==> src/inc/xcvr_pkg.sv <==
// Purpose: Shared constants and carriers for the registered bus transceiver
// Assumes: AXI4-Lite control, 32-bit data, byte-split 16-bit port path
// Notes: Offsets are byte addresses of aligned words
package xcvr_pkg;
  localparam int unsigned HALF_WIDTH = 8;
  localparam int unsigned NUM_HALVES = 2;
  localparam int unsigned PORT_WIDTH = 16;
  localparam int unsigned FIFO_DEPTH = 4;
  // ------------------------------------------------------------------
  // Register map
  // ------------------------------------------------------------------
  localparam logic [7:0] CTRL_OFFSET = 8'h00;
  localparam logic [7:0] STORE_OFFSET = 8'h04;
  localparam logic [7:0] STATUS_OFFSET = 8'h08;
  localparam logic [7:0] FIFO_OFFSET = 8'h0C;
  // Control field positions, per half: base + 8*half
  localparam int unsigned GATE_BIT = 0;
  localparam int unsigned FLOW_BIT = 1;
  localparam int unsigned BSEL_BIT = 2;
  localparam int unsigned ASEL_BIT = 3;
  localparam int unsigned CTRL_STRIDE = 8;
  // Output gate high after reset: both ports isolated
  localparam logic [31:0] CTRL_RESET = 32'h0000_0101;
  localparam logic [1:0] RESP_OKAY = 2'b00;
  localparam logic [1:0] RESP_SLVERR = 2'b10;

  typedef struct packed {
    logic output_gate;
    logic flow_sense;
    logic b_side_source_select;
    logic a_side_source_select;
  } half_ctrl_s;

  typedef struct packed {
    logic [PORT_WIDTH-1:0] a_level;
    logic [PORT_WIDTH-1:0] b_level;
  } capture_word_s;
endpackage : xcvr_pkg

==> src/design/registered_bus_transceiver.sv <==
// Purpose: Byte-split registered bus transceiver behind AXI4-Lite control
// Assumes: Port levels and capture clocks are synchronous to aclk
// Notes: Capture edges also push both port levels into a capture FIFO
//
// Functional notes
// - Storage registers load from source port only on capture clock rise.
// - Without a rising capture edge the storage register holds.
// - Capture is never gated by gate, flow or select controls.
// - Output gate high isolates both ports; storage kept.
// - In isolation, capture rises still store port levels.
// - Gate low: flow high drives B, flow low drives A.
// - Driving B with B select low shows live A data.
// - Driving B with B select high shows the A storage register.
// - Driving A shows live B, or B storage when A select high.
// - Capture A while driving B; stored selection shows new value.
// - Capture B while driving A; stored selection shows new value.
// - Input-side data may be stored into either or both registers.
// - A half never drives ports A and B together; the two halves may drive opposite ports.
// - Two independent byte halves, each with its own controls.
//
// The AXI4-Lite slave port and the register addresses were chosen for this implementation.
`timescale 1ns/1ps
module registered_bus_transceiver
  import xcvr_pkg::*;
#(
  parameter int unsigned HALF_W = xcvr_pkg::HALF_WIDTH,
  parameter int unsigned DEPTH = xcvr_pkg::FIFO_DEPTH
) (
  input wire logic aclk, // Clock, 40 MHz
  input wire logic aresetn, // Sync reset, active low
  input wire logic ce, // Clock enable, freezes all state
  input wire logic [7:0] s_axi_awaddr, // Write address
  input wire logic s_axi_awvalid, // Write address valid
  output logic s_axi_awready, // Write address ready
  input wire logic [31:0] s_axi_wdata, // Write data
  input wire logic [3:0] s_axi_wstrb, // Write strobes
  input wire logic s_axi_wvalid, // Write data valid
  output logic s_axi_wready, // Write data ready
  output logic [1:0] s_axi_bresp, // Write response
  output logic s_axi_bvalid, // Write response valid
  input wire logic s_axi_bready, // Write response ready
  input wire logic [7:0] s_axi_araddr, // Read address
  input wire logic s_axi_arvalid, // Read address valid
  output logic s_axi_arready, // Read address ready
  output logic [31:0] s_axi_rdata, // Read data
  output logic [1:0] s_axi_rresp, // Read response
  output logic s_axi_rvalid, // Read valid
  input wire logic s_axi_rready, // Read ready
  input wire logic [2*HALF_W-1:0] port_a_in, // Port A level
  output logic [2*HALF_W-1:0] port_a_out, // Port A drive value
  output logic [2*HALF_W-1:0] port_a_oe, // Port A enable, high drives
  input wire logic [2*HALF_W-1:0] port_b_in, // Port B level
  output logic [2*HALF_W-1:0] port_b_out, // Port B drive value
  output logic [2*HALF_W-1:0] port_b_oe, // Port B enable, high drives
  input wire logic [1:0] a_to_b_capture_clock, // Per-half A capture clock
  input wire logic [1:0] b_to_a_capture_clock // Per-half B capture clock
);
  import xcvr_pkg::*;

  localparam int unsigned PW = 2 * HALF_W;

  // ------------------------------------------------------------------
  // Control register and per-half decode
  // ------------------------------------------------------------------
  logic [31:0] ctrl;
  half_ctrl_s half_ctrl [2];

  function automatic half_ctrl_s decode_half(input logic [31:0] c,
                                             input int unsigned h);
    half_ctrl_s r;
    r.output_gate = c[GATE_BIT + CTRL_STRIDE*h];
    r.flow_sense = c[FLOW_BIT + CTRL_STRIDE*h];
    r.b_side_source_select = c[BSEL_BIT + CTRL_STRIDE*h];
    r.a_side_source_select = c[ASEL_BIT + CTRL_STRIDE*h];
    return r;
  endfunction : decode_half

  function automatic logic [31:0] apply_strobes(input logic [31:0] old,
                                                input logic [31:0] data,
                                                input logic [3:0] strb);
    logic [31:0] r;
    r = old;
    for (int i = 0; i < 4; i++) begin
      if (strb[i]) begin
        r[8*i +: 8] = data[8*i +: 8];
      end
    end
    return r;
  endfunction : apply_strobes

  function automatic logic is_ctrl_addr(input logic [7:0] a);
    return a[7:2] == CTRL_OFFSET[7:2];
  endfunction : is_ctrl_addr

  assign half_ctrl[0] = decode_half(ctrl, 0);
  assign half_ctrl[1] = decode_half(ctrl, 1);

  // ------------------------------------------------------------------
  // Capture edge detection
  // ------------------------------------------------------------------
  logic [1:0] cab_prev;
  logic [1:0] cba_prev;
  logic [1:0] cab_rise;
  logic [1:0] cba_rise;

  always_ff @(posedge aclk) begin
    if (!aresetn) begin
      // Ones: a clock already high at release is no edge
      cab_prev <= 2'b11;
      cba_prev <= 2'b11;
    end else if (ce) begin
      cab_prev <= a_to_b_capture_clock;
      cba_prev <= b_to_a_capture_clock;
    end
  end

  assign cab_rise = a_to_b_capture_clock & ~cab_prev;
  assign cba_rise = b_to_a_capture_clock & ~cba_prev;

  // ------------------------------------------------------------------
  // Storage registers, deliberately without reset
  // ------------------------------------------------------------------
  logic [PW-1:0] a_storage_register;
  logic [PW-1:0] b_storage_register;

  always_ff @(posedge aclk) begin
    if (ce) begin
      for (int h = 0; h < 2; h++) begin
        if (cab_rise[h]) begin
          a_storage_register[HALF_W*h +: HALF_W] <=
            port_a_in[HALF_W*h +: HALF_W];
        end
        if (cba_rise[h]) begin
          b_storage_register[HALF_W*h +: HALF_W] <=
            port_b_in[HALF_W*h +: HALF_W];
        end
      end
    end
  end

  // ------------------------------------------------------------------
  // Port drive, per half
  // ------------------------------------------------------------------
  // Independent halves
  always_comb begin
    port_a_out = '0;
    port_a_oe = '0;
    port_b_out = '0;
    port_b_oe = '0;
    for (int h = 0; h < 2; h++) begin
      if (!half_ctrl[h].output_gate && half_ctrl[h].flow_sense) begin
        port_b_oe[HALF_W*h +: HALF_W] = '1;
        port_b_out[HALF_W*h +: HALF_W] = half_ctrl[h].b_side_source_select ?
          a_storage_register[HALF_W*h +: HALF_W] :
          port_a_in[HALF_W*h +: HALF_W];
      end else if (!half_ctrl[h].output_gate) begin
        port_a_oe[HALF_W*h +: HALF_W] = '1;
        port_a_out[HALF_W*h +: HALF_W] = half_ctrl[h].a_side_source_select ?
          b_storage_register[HALF_W*h +: HALF_W] :
          port_b_in[HALF_W*h +: HALF_W];
      end
    end
  end

  // ------------------------------------------------------------------
  // Capture FIFO: port levels at each capture edge, dropped when full
  // ------------------------------------------------------------------
  capture_word_s cap_word;
  capture_word_s head_word;
  logic cap_valid;
  logic cap_ready;
  logic head_valid;
  logic head_pop;
  logic [7:0] overflow_count;

  assign cap_word.a_level = port_a_in;
  assign cap_word.b_level = port_b_in;
  assign cap_valid = |{cab_rise, cba_rise};

  sync_fifo #(
    .WIDTH($bits(capture_word_s)),
    .DEPTH(DEPTH)
  ) u_capture_fifo (
    .aclk(aclk),
    .aresetn(aresetn),
    .ce(ce),
    .in_valid(cap_valid),
    .in_ready(cap_ready),
    .in_data(cap_word),
    .out_valid(head_valid),
    .out_ready(head_pop),
    .out_data(head_word)
  );

  // Storage never stalls; a full FIFO drops the sample and counts it
  always_ff @(posedge aclk) begin
    if (!aresetn) begin
      overflow_count <= '0;
    end else if (ce && cap_valid && !cap_ready &&
                 overflow_count != 8'hFF) begin
      overflow_count <= overflow_count + 8'h01;
    end
  end

  // ------------------------------------------------------------------
  // AXI4-Lite write channel
  // ------------------------------------------------------------------
  logic aw_held;
  logic w_held;
  logic [7:0] aw_addr;
  logic [31:0] w_data;
  logic [3:0] w_strb;
  logic do_write;

  assign s_axi_awready = !aw_held && !s_axi_bvalid;
  assign s_axi_wready = !w_held && !s_axi_bvalid;
  assign do_write = aw_held && w_held && !s_axi_bvalid;

  always_ff @(posedge aclk) begin
    if (!aresetn) begin
      aw_held <= 1'b0;
      w_held <= 1'b0;
      aw_addr <= '0;
      w_data <= '0;
      w_strb <= '0;
      s_axi_bvalid <= 1'b0;
      s_axi_bresp <= RESP_OKAY;
    end else if (ce) begin
      if (s_axi_awvalid && s_axi_awready) begin
        aw_held <= 1'b1;
        aw_addr <= s_axi_awaddr;
      end
      if (s_axi_wvalid && s_axi_wready) begin
        w_held <= 1'b1;
        w_data <= s_axi_wdata;
        w_strb <= s_axi_wstrb;
      end
      if (do_write) begin
        aw_held <= 1'b0;
        w_held <= 1'b0;
        s_axi_bvalid <= 1'b1;
        // Only control is writable; other offsets answer SLVERR
        s_axi_bresp <= is_ctrl_addr(aw_addr) ? RESP_OKAY : RESP_SLVERR;
      end else if (s_axi_bvalid && s_axi_bready) begin
        s_axi_bvalid <= 1'b0;
      end
    end
  end

  always_ff @(posedge aclk) begin
    if (!aresetn) begin
      ctrl <= CTRL_RESET;
    end else if (ce && do_write && is_ctrl_addr(aw_addr)) begin
      ctrl <= apply_strobes(ctrl, w_data, w_strb) & 32'h0000_0F0F;
    end
  end

  // ------------------------------------------------------------------
  // AXI4-Lite read channel
  // ------------------------------------------------------------------
  logic [31:0] rd_value;
  logic rd_ok;

  assign s_axi_arready = !s_axi_rvalid;
  // Pop rides the accept, so rdata holds the popped word
  assign head_pop = ce && s_axi_arvalid && s_axi_arready &&
    s_axi_araddr[7:2] == FIFO_OFFSET[7:2] && head_valid;

  always_comb begin
    rd_value = '0;
    rd_ok = 1'b1;
    unique case (s_axi_araddr[7:2])
      CTRL_OFFSET[7:2]: rd_value = ctrl;
      STORE_OFFSET[7:2]: rd_value = {b_storage_register, a_storage_register};
      STATUS_OFFSET[7:2]: rd_value = {16'h0000, overflow_count,
        2'b00, cab_prev, cba_prev, !cap_ready, head_valid};
      FIFO_OFFSET[7:2]: rd_value = head_valid ? head_word : 32'h0000_0000;
      default: rd_ok = 1'b0;
    endcase
  end

  always_ff @(posedge aclk) begin
    if (!aresetn) begin
      s_axi_rvalid <= 1'b0;
      s_axi_rdata <= '0;
      s_axi_rresp <= RESP_OKAY;
    end else if (ce) begin
      if (s_axi_arvalid && s_axi_arready) begin
        s_axi_rvalid <= 1'b1;
        s_axi_rdata <= rd_value;
        s_axi_rresp <= rd_ok ? RESP_OKAY : RESP_SLVERR;
      end else if (s_axi_rvalid && s_axi_rready) begin
        s_axi_rvalid <= 1'b0;
      end
    end
  end
endmodule : registered_bus_transceiver

==> src/design/sync_fifo.sv <==
// Purpose: Small synchronous FIFO with valid/ready on both sides
// Assumes: Depth is a power of two
// Notes: Full and empty come from an occupancy count
`timescale 1ns/1ps
module sync_fifo #(
  parameter int unsigned WIDTH = 32,
  parameter int unsigned DEPTH = 4
) (
  input wire logic aclk, // Clock
  input wire logic aresetn, // Sync reset, active low
  input wire logic ce, // Clock enable
  input wire logic in_valid, // Write request
  output logic in_ready, // Not full
  input wire logic [WIDTH-1:0] in_data, // Write word
  output logic out_valid, // Not empty
  input wire logic out_ready, // Read accept
  output logic [WIDTH-1:0] out_data // Head word
);
  localparam int unsigned AW = $clog2(DEPTH);
  logic [WIDTH-1:0] mem [DEPTH];
  logic [AW-1:0] wr_ptr;
  logic [AW-1:0] rd_ptr;
  logic [AW:0] count;
  logic push;
  logic pop;

  assign in_ready = (count != (AW+1)'(DEPTH));
  assign out_valid = (count != '0);
  assign push = in_valid && in_ready;
  assign pop = out_valid && out_ready;
  assign out_data = mem[rd_ptr];

  always_ff @(posedge aclk) begin
    if (ce && push) begin
      mem[wr_ptr] <= in_data;
    end
  end

  always_ff @(posedge aclk) begin
    if (!aresetn) begin
      wr_ptr <= '0;
      rd_ptr <= '0;
      count <= '0;
    end else if (ce) begin
      if (push) begin
        wr_ptr <= wr_ptr + AW'(1);
      end
      if (pop) begin
        rd_ptr <= rd_ptr + AW'(1);
      end
      count <= count + (AW+1)'(push) - (AW+1)'(pop);
    end
  end
endmodule : sync_fifo

==> config.mk <==
export PLATFORM = sky130hd
export DESIGN_NAME = registered_bus_transceiver
export DESIGN_NICKNAME = d
export VERILOG_FILES = /design/src/inc/xcvr_pkg.sv /design/src/design/registered_bus_transceiver.sv /design/src/design/sync_fifo.sv
export SDC_FILE = /design/constraint.sdc
export NUM_CORES = 1
export LEC_CHECK = 0
export BUFFER_PORTS_ARGS = -buffer_cell sky130_fd_sc_hd__buf_2
export CORE_ASPECT_RATIO = 1.25
export CORE_MARGIN = 2
export CORE_UTILIZATION = 40
export DETAILED_ROUTE_END_ITERATION = 8
export GPL_TIMING_DRIVEN = 0
export PLACE_DENSITY = 0.63
export SLEW_MARGIN = 20
export SYNTH_ARGS = -nofsm -noshare
export SYNTH_HDL_FRONTEND = slang
export SYNTH_SLANG_ARGS = --single-unit
==> constraint.sdc <==
create_clock -name aclk -period 6.8 [get_ports aclk]
set_input_delay 0.68 -clock aclk [delete_from_list [all_inputs] [get_ports aclk]]
set_output_delay 0.68 -clock aclk [all_outputs]
set_load 0.02 [all_outputs]
==> results of run 1 <==
## synthesized netlist by cell type (all sizes together)
cell type and number:
o31ai 2, or3 3, mux2i 52, xnor2 3, nor2 67, nand4bb 1
or2 2, inv 16, nand2 54, nand2b 8, a21oi 36, and3 6
a41o 2, mux4 32, a31oi 1, edfxtp 160, fa 1, conb 1
and3b 1, buf 43, nor3b 5, nor4b 3, and4b 1, nand4 5
nand3 8, or4b 1, o41a 1, nor4 3, or4 4, dfxtp 83
a22oi 25, a221oi 13, o41ai 3, a211oi 2, clkbuf 28, o21ai 38
nor3 1, o311ai 2, or3b 1, ha 7
## worst max-delay path by stage
stage,slack (ns),endpoint,cells after the start,startpoint
3_3_place_gp,3.37,u_capture_fifo.mem[1][18],4,ce
3_5_place_dp,3.58,u_capture_fifo.count[2],14,ce
4_1_cts,3.94,port_b_out[14],4,ctrl[10]
2_1_floorplan,4.11,u_capture_fifo.count[2],13,ce
5_1_grt,3.78,u_capture_fifo.count[2],13,s_axi_rvalid
6_report,3.97,u_capture_fifo.count[2],13,s_axi_rvalid
## metal layers
metal,up-vias,track usage,share of wire
met3,44,0.0334,0.063
met2,230,0.339,0.50
met5,-,0,0.00081
met4,4,0.0547,0.024
li1,3085,-,-
met1,3310,0.256,0.42
## sequential cells by signal, indices dropped and copies added (netlist names), 2 cells and up, named ones only
name and flops:
u_capture_fifo.rd_ptr 2, w_data 8, s_axi_rdata 32, overflow_count 8, cba_prev 2, cab_prev 2, u_capture_fifo.count 3, w_strb 2
aw_addr 6, a_storage_register 16, ctrl 8, b_storage_register 16, u_capture_fifo.mem 128, u_capture_fifo.wr_ptr 2
## cell families (layout without fill, tap and decap cells)
kind of cell | count (synthesis) | after routing
DFF | 243 | 243
and+or+nand+nor | 174 | 174
AOI/OAI and AO/OA | 125 | 125
buffers and inverters | 87 | 302
muxes | 84 | 84
adders and majority gates | 8 | 8
xor gates and xnor gates | 3 | 3
other | 1 | 2
## stage by stage
| step | hold WS (ns) | area, sq um | instances |
|---|---|---|---|
| 5_1_grt | 0.396 | 12000 | 1271 |
| 6_report | 0.398 | 12000 | 1271 |
| 3_3_place_gp | 0.436 | 11200 | 1223 |
| 3_5_place_dp | 0.442 | 11300 | 1227 |
| 4_1_cts | 0.386 | 12000 | 1271 |
| 2_1_floorplan | 0.436 | 9940 | 726 |
## power by group
group	leakage (nW)	total (mW)	switching, mW	internal, mW
Combinational	2.02	0.166	0.105	0.0616
Sequential	2.12	1.62	0.0170	1.61
Clock	0.375	1.28	0.544	0.736
Total	4.51	3.07	0.666	2.41
## worst max-delay path: stages, from the launching register on
cell and delay (ns):
dfxtp_1 0.33, and3b_1 0.24, clkbuf_1 0.36, nand4_1 0.29
inv_1 0.14, ha_1 0.23, inv_1 0.06, ha_1 0.13
inv_1 0.05, fa_1 0.39, xnor2_1 0.13, nor2_1 0.14
xnor2_1 0.14, nor2_1 0.06
## cell usage in the layout, fill, tap and decap left out, types with 8 or more instances in the layout
| cell | Yosys | routed |
|---|---|---|
| a21oi_1 | 36 | 36 |
| a221oi_1 | 13 | 13 |
| a22oi_1 | 25 | 25 |
| buf_2 | 9 | 176 |
| buf_4 | 33 | 33 |
| clkbuf_1 | 28 | 31 |
| clkbuf_16 | 0 | 25 |
| dfxtp_1 | 83 | 83 |
| edfxtp_1 | 160 | 160 |
| inv_1 | 15 | 15 |
| mux2i_1 | 52 | 52 |
| mux4_2 | 32 | 32 |
| nand2_1 | 54 | 54 |
| nand2b_1 | 8 | 8 |
| nand3_1 | 8 | 8 |
| nor2_1 | 67 | 67 |
| o21ai_0 | 20 | 20 |
| o21ai_1 | 18 | 18 |
## cell type report
type                            count  area [sq um]  share of cell area
Sequential cell                   243          6470               0.537
Multi-Input combinational cell    396          3020               0.251
Timing Repair Buffer              171           916              0.0760
Clock buffer                       31           672              0.0558
Tap cell                          330           413              0.0343
Buffer                             71           402              0.0333
Clock inverter                     13          93.8             0.00779
Inverter                           16          60.1             0.00499
==> run_results.csv, run 1 <==
group,metric,value,unit
yosys,ys_seq_area_frac,0.650,
power,peakVddDrop,155,uV
worst_setup_path,reg2reg_slack,3.97,ns
place,dp_slack,3.58,ns
timing,max_freq,354,MHz
worst_hold_path,holdCritPathClass,"in2reg",
timing,fin_crit_sh,0.416,
finish,drive_gt1_frac,0.312,
finish,final_nets,1027,
clocking,max-clock-path-buffers,3,
yosys,synth_adder_area_share,0.0108,
timing,report.final.setup_viol,0,
global_routing,antenna_found_initial,2,
floorplanning,core_region_area,0.0244,sq mm
floorplanning,die_x,145,um
yosys,synth_area,0.00994,sq mm
worst_setup_path,crit_path_end_kind,"register",
timing,finalHoldViolations,0,
place,hpwl,18500,um
yosys,synth_top_family_by_area,"multiplexers",
worst_hold_path,hold_path_depth,3,
drt,drt_iter0_drc,529,
yosys,ys_types,48,
timing,rsz0062_at_grt,"no",
worst_setup_path,reg2regPathDepth,13,
clocking,post_cts_buffers,0,
yosys,synth-compound-area-share,0.0788,
clocking,cts_made_buffers,24,
drt,drtAntennaViolNets,0,
clocking,cts_tree,"yes",
finish,num_antenna_cells,0,
finish,fin_util,0.493,
worst_setup_path,cp-start-kind,"register",
place,port_buffers,167,
worst_setup_path,r2r-end,"u_capture_fifo.count[2]",
drt,routedWlPerCell,20.5,um
floorplanning,die_area,0.0261,sq mm
worst_setup_path,path_class,"reg2reg",
yosys,ys_warn_count,0,
place,routabilityCongestion,0.812,
yosys,synth.avg_cell_area,13.7,sq um
floorplanning,num_rows,64,
timing,fin_skew,0.0116,ns
floorplanning,die_h,180,um
timing,worst_slew_pin_slew,1.04,ns
drt,via_per_inst,5.25,
yosys,yosys.area.top_type,"edfxtp_1",
global_routing,grt_usage,0.196,
yosys,synth_simple_gate_area_share,0.0856,
timing,final_max_slew_viol_count,0,
yosys,synth.area.mux_share,0.125,
power,power.leakage,4.51,nW
drt,vias,6673,
yosys,synthCells,725,
yosys,synth-seq-cells,243,
floorplanning,ios,201,
flow_run,max-cap-violations,0,
finish,fillers,2170,
global_routing,grt_start_max_net_pins,27,
floorplanning,initial_utilization,0.407,
timing,period_needed,2.83,ns
power,power.density,255,mW/mm^2
yosys,synthTopCellsByArea,"edfxtp_1 (48%), dfxtp_1 (17%), mux4_2 (7.2%)",
worst_setup_path,cp.required,7.18,ns
global_routing,grt_pass1_wl,39600,um
clocking,clk_latency,0.51,ns
timing,slew_headroom,0.306,
clocking,cts_resized,0,
finish,area.growth.synth_to_final,21.2,%
worst_setup_path,timing.rr.start,"s_axi_rvalid",
outcome,status,"finished, final reports clean",
global_routing,gr-total-overflow,0,
timing,setup_tns,0,ns
clocking,cts_hold_buf,0,
timing,worst_slack,3.97,ns
worst_hold_path,whs_endpoint,"cba_prev[1]",
worst_hold_path,min_from,"b_to_a_capture_clock[1]",
yosys,synth-xor-area-share,0.00264,
clocking,clock-sinks,243,
clocking,path_clk_slew,0.06,ns
worst_setup_path,critPathMaxFanout,10,
clocking,htree_levels,1,
drt,firstDrtPassIters,5,
worst_setup_path,cp.arrival,3.20,ns
drt,wirelength,26100,um
global_routing,grt_pass1_vias,6565,
yosys,post-synth-top-area-fraction,0.483,
clocking,cts_root_buffer,"clkbuf_16",
power,p_total,3.07,mW
drt,remaining_drc_errors,0,
(Power assumes the default switching activity.)
==> run 2: changes to the inputs <==
Settings changed: PLACE_DENSITY 0.63 to 0.66.
Clock period 6.8 ns to 2.45 ns, I/O delays scaled along.
==> run_results.csv, run 2 (same netlist as run 1, synthesis figures left out) <==
group,metric,value,unit
worst_setup_path,path_class,"reg2out",
place,port_buffers,167,
global_routing,grt_usage,0.196,
floorplanning,die_h,180,um
worst_setup_path,critPathMaxFanout,10,
clocking,max-clock-path-buffers,3,
finish,area.growth.synth_to_final,23.7,%
timing,rsz0062_at_grt,"yes",
power,power.density,676,mW/mm^2
global_routing,antenna_found_initial,2,
timing,setup_tns,0,ns
clocking,path_clk_slew,0.07,ns
clocking,clock-sinks,243,
timing,report.final.setup_viol,0,
drt,via_per_inst,5.27,
timing,fin_skew,0.0155,ns
global_routing,gr-total-overflow,0,
power,combPwrFrac,0.061,
power,p_sw,1.80,mW
drt,remaining_drc_errors,0,
drt,routedWlPerCell,20.2,um
clocking,cts_made_buffers,23,
power,power_frac_seq,0.543,
worst_setup_path,timing.rr.start,"u_capture_fifo.count[1]",
power,internal_power,6.51,mW
finish,final_nets,1055,
finish,mostFrequentLayoutCell,"buf_2",
global_routing,grt_pass1_vias,6720,
timing,worst_slack,0.0950,ns
worst_setup_path,cp.required,2.20,ns
finish,layout_common_cells,"buf_2 (176), edfxtp_1 (160), dfxtp_1 (80)",
power,peakVddDrop,416,uV
floorplanning,initial_utilization,0.407,
global_routing,grt_start_max_net_pins,26,
clocking,cts_tree,"yes",
drt,firstDrtPassIters,5,
floorplanning,die_area,0.0261,sq mm
finish,regMostFlops,"u_capture_fifo.mem",
worst_setup_path,cp-start-kind,"register",
worst_setup_path,r2r-end,"u_capture_fifo.count[2]",
timing,slew_headroom,0.281,
place,hpwl,18300,um
floorplanning,num_rows,64,
worst_hold_path,holdCritPathClass,"in2reg",
finish,fillers,2115,
timing,whs,-0.00719,ns
drt,drtAntennaViolNets,0,
flow_run,max-cap-violations,0,
place,routabilityCongestion,0.850,
clocking,clk_latency,0.51,ns
timing,period_needed,2.35,ns
finish,reg_top3,"u_capture_fifo.mem x128, s_axi_rdata x32",
drt,drt_iter0_drc,498,
timing,finalHoldViolations,6,
worst_setup_path,reg2regPathDepth,12,
timing,max_freq,425,MHz
power,power.leakage,4.60,nW
clocking,htree_levels,1,
finish,drive_gt1_frac,0.305,
clocking,cts_root_buffer,"clkbuf_16",
finish,largest_reg_flops,128,
worst_setup_path,reg2reg_slack,0.1,ns
worst_setup_path,crit_path_end_kind,"output pin",
power,switching_share,0.217,
floorplanning,core_region_area,0.0244,sq mm
outcome,violations,"negative hold slack",
worst_setup_path,crit_end,"port_a_out[14]",
drt,wirelength,26300,um
timing,fin_crit_sh,0.961,
global_routing,grt_pass1_wl,39700,um
floorplanning,ios,201,
drt,vias,6841,
timing,worst_slew_pin_slew,1.07,ns
power,p_clk_frac,0.396,
floorplanning,die_x,145,um
outcome,status,"finished, violations left",
place,dp_slack,-0.154,ns
worst_setup_path,cp-startpoint,"ctrl[11]",
worst_setup_path,cp.arrival,2.11,ns
timing,final_max_slew_viol_count,0,
==> run 2: cell count changes in the layout (fill, tap and decap cells not counted), sizes merged <==
cell,previous run,this run
buf,214,215
clkbuf,59,55
clkinv,10,7
clkinvlp,1,2
diode,0,2
dlygate4sd3,0,32
inv,17,16
==> run 2: worst min path at each step <==
| stage | to | slack, ns | startpoint | cells past startpoint |
|---|---|---|---|---|
| finish | a_storage_register[4] | -0.007 | port_a_in[4] | 1 |
| global route | u_capture_fifo.mem[2][20] | 0.0007 | port_a_in[4] | 1 |
| CTS | cab_prev[1] | 0.001 | a_to_b_capture_clock[1] | 3 |
| detailed placement | s_axi_rdata[21] | 0.44 | s_axi_rdata[21] | 2 |
| global placement | s_axi_rdata[23] | 0.43 | s_axi_rdata[23] | 2 |
| floorplan | a_storage_register[0] | 0.34 | port_a_in[0] | 0 |
==> run 2: layout make-up <==
cell class / count / area [sq um] / share of cell area
Sequential cell: 243 / 6470 / 0.526
Multi-Input combinational cell: 396 / 3030 / 0.246
Timing Repair Buffer: 204 / 1240 / 0.101
Clock buffer: 31 / 606 / 0.0492
Tap cell: 330 / 413 / 0.0336
Buffer: 67 / 397 / 0.0323
Clock inverter: 10 / 72.6 / 0.00590
Inverter: 16 / 60.1 / 0.00488
Antenna cell: 2 / 5.00 / 0.000407
==> run 2: stage by stage <==
stage	std cells	hold WS (ns)	utilization	power [mW]	area [sq um]
floorplan	726	0.344	-	4.84	9950
global placement	1223	0.435	0.458	5.04	11200
detailed placement	1227	0.442	0.462	5.06	11300
CTS	1301	0.00111	0.504	8.34	12300
global route	1298	0.000655	0.503	8.55	12300
finish	1299	-0.00719	0.503	8.31	12300
==> run 2: critical path: stages (launching register included) <==
cell and delay (ns):
dfxtp_1 0.30, clkbuf_1 0.66, mux2i_1 0.41, nor2_1 0.07, buf_2 0.16
==> run 2: metal layers <==
layer,vias to the layer above,track usage,share of wire
li1,3150,-,-
met5,-,0,0
met3,39,0.0334,0.062
met1,3405,0.255,0.42
met2,247,0.342,0.50
met4,0,0.0515,0.021
==> run 2: timing repair <==
action                                  4_1_cts  5_1_grt
endpoints found under the hold margin        94        0
endpoints found under the setup margin        1       21
resized for setup                             3        5
hold buffers                                 32        0
pin swaps                                     1        1
buffers inserted                              1        0
gates cloned                                  0        0
==> run 2: power groups by stage <==
stage	combinational (mW)	clock (mW)	sequential (mW)
2_1_floorplan	0.231	0	4.61
3_3_place_gp	0.443	0	4.60
3_5_place_dp	0.460	0	4.60
4_1_cts	0.509	3.33	4.51
5_1_grt	0.551	3.48	4.52
6_report	0.508	3.29	4.51
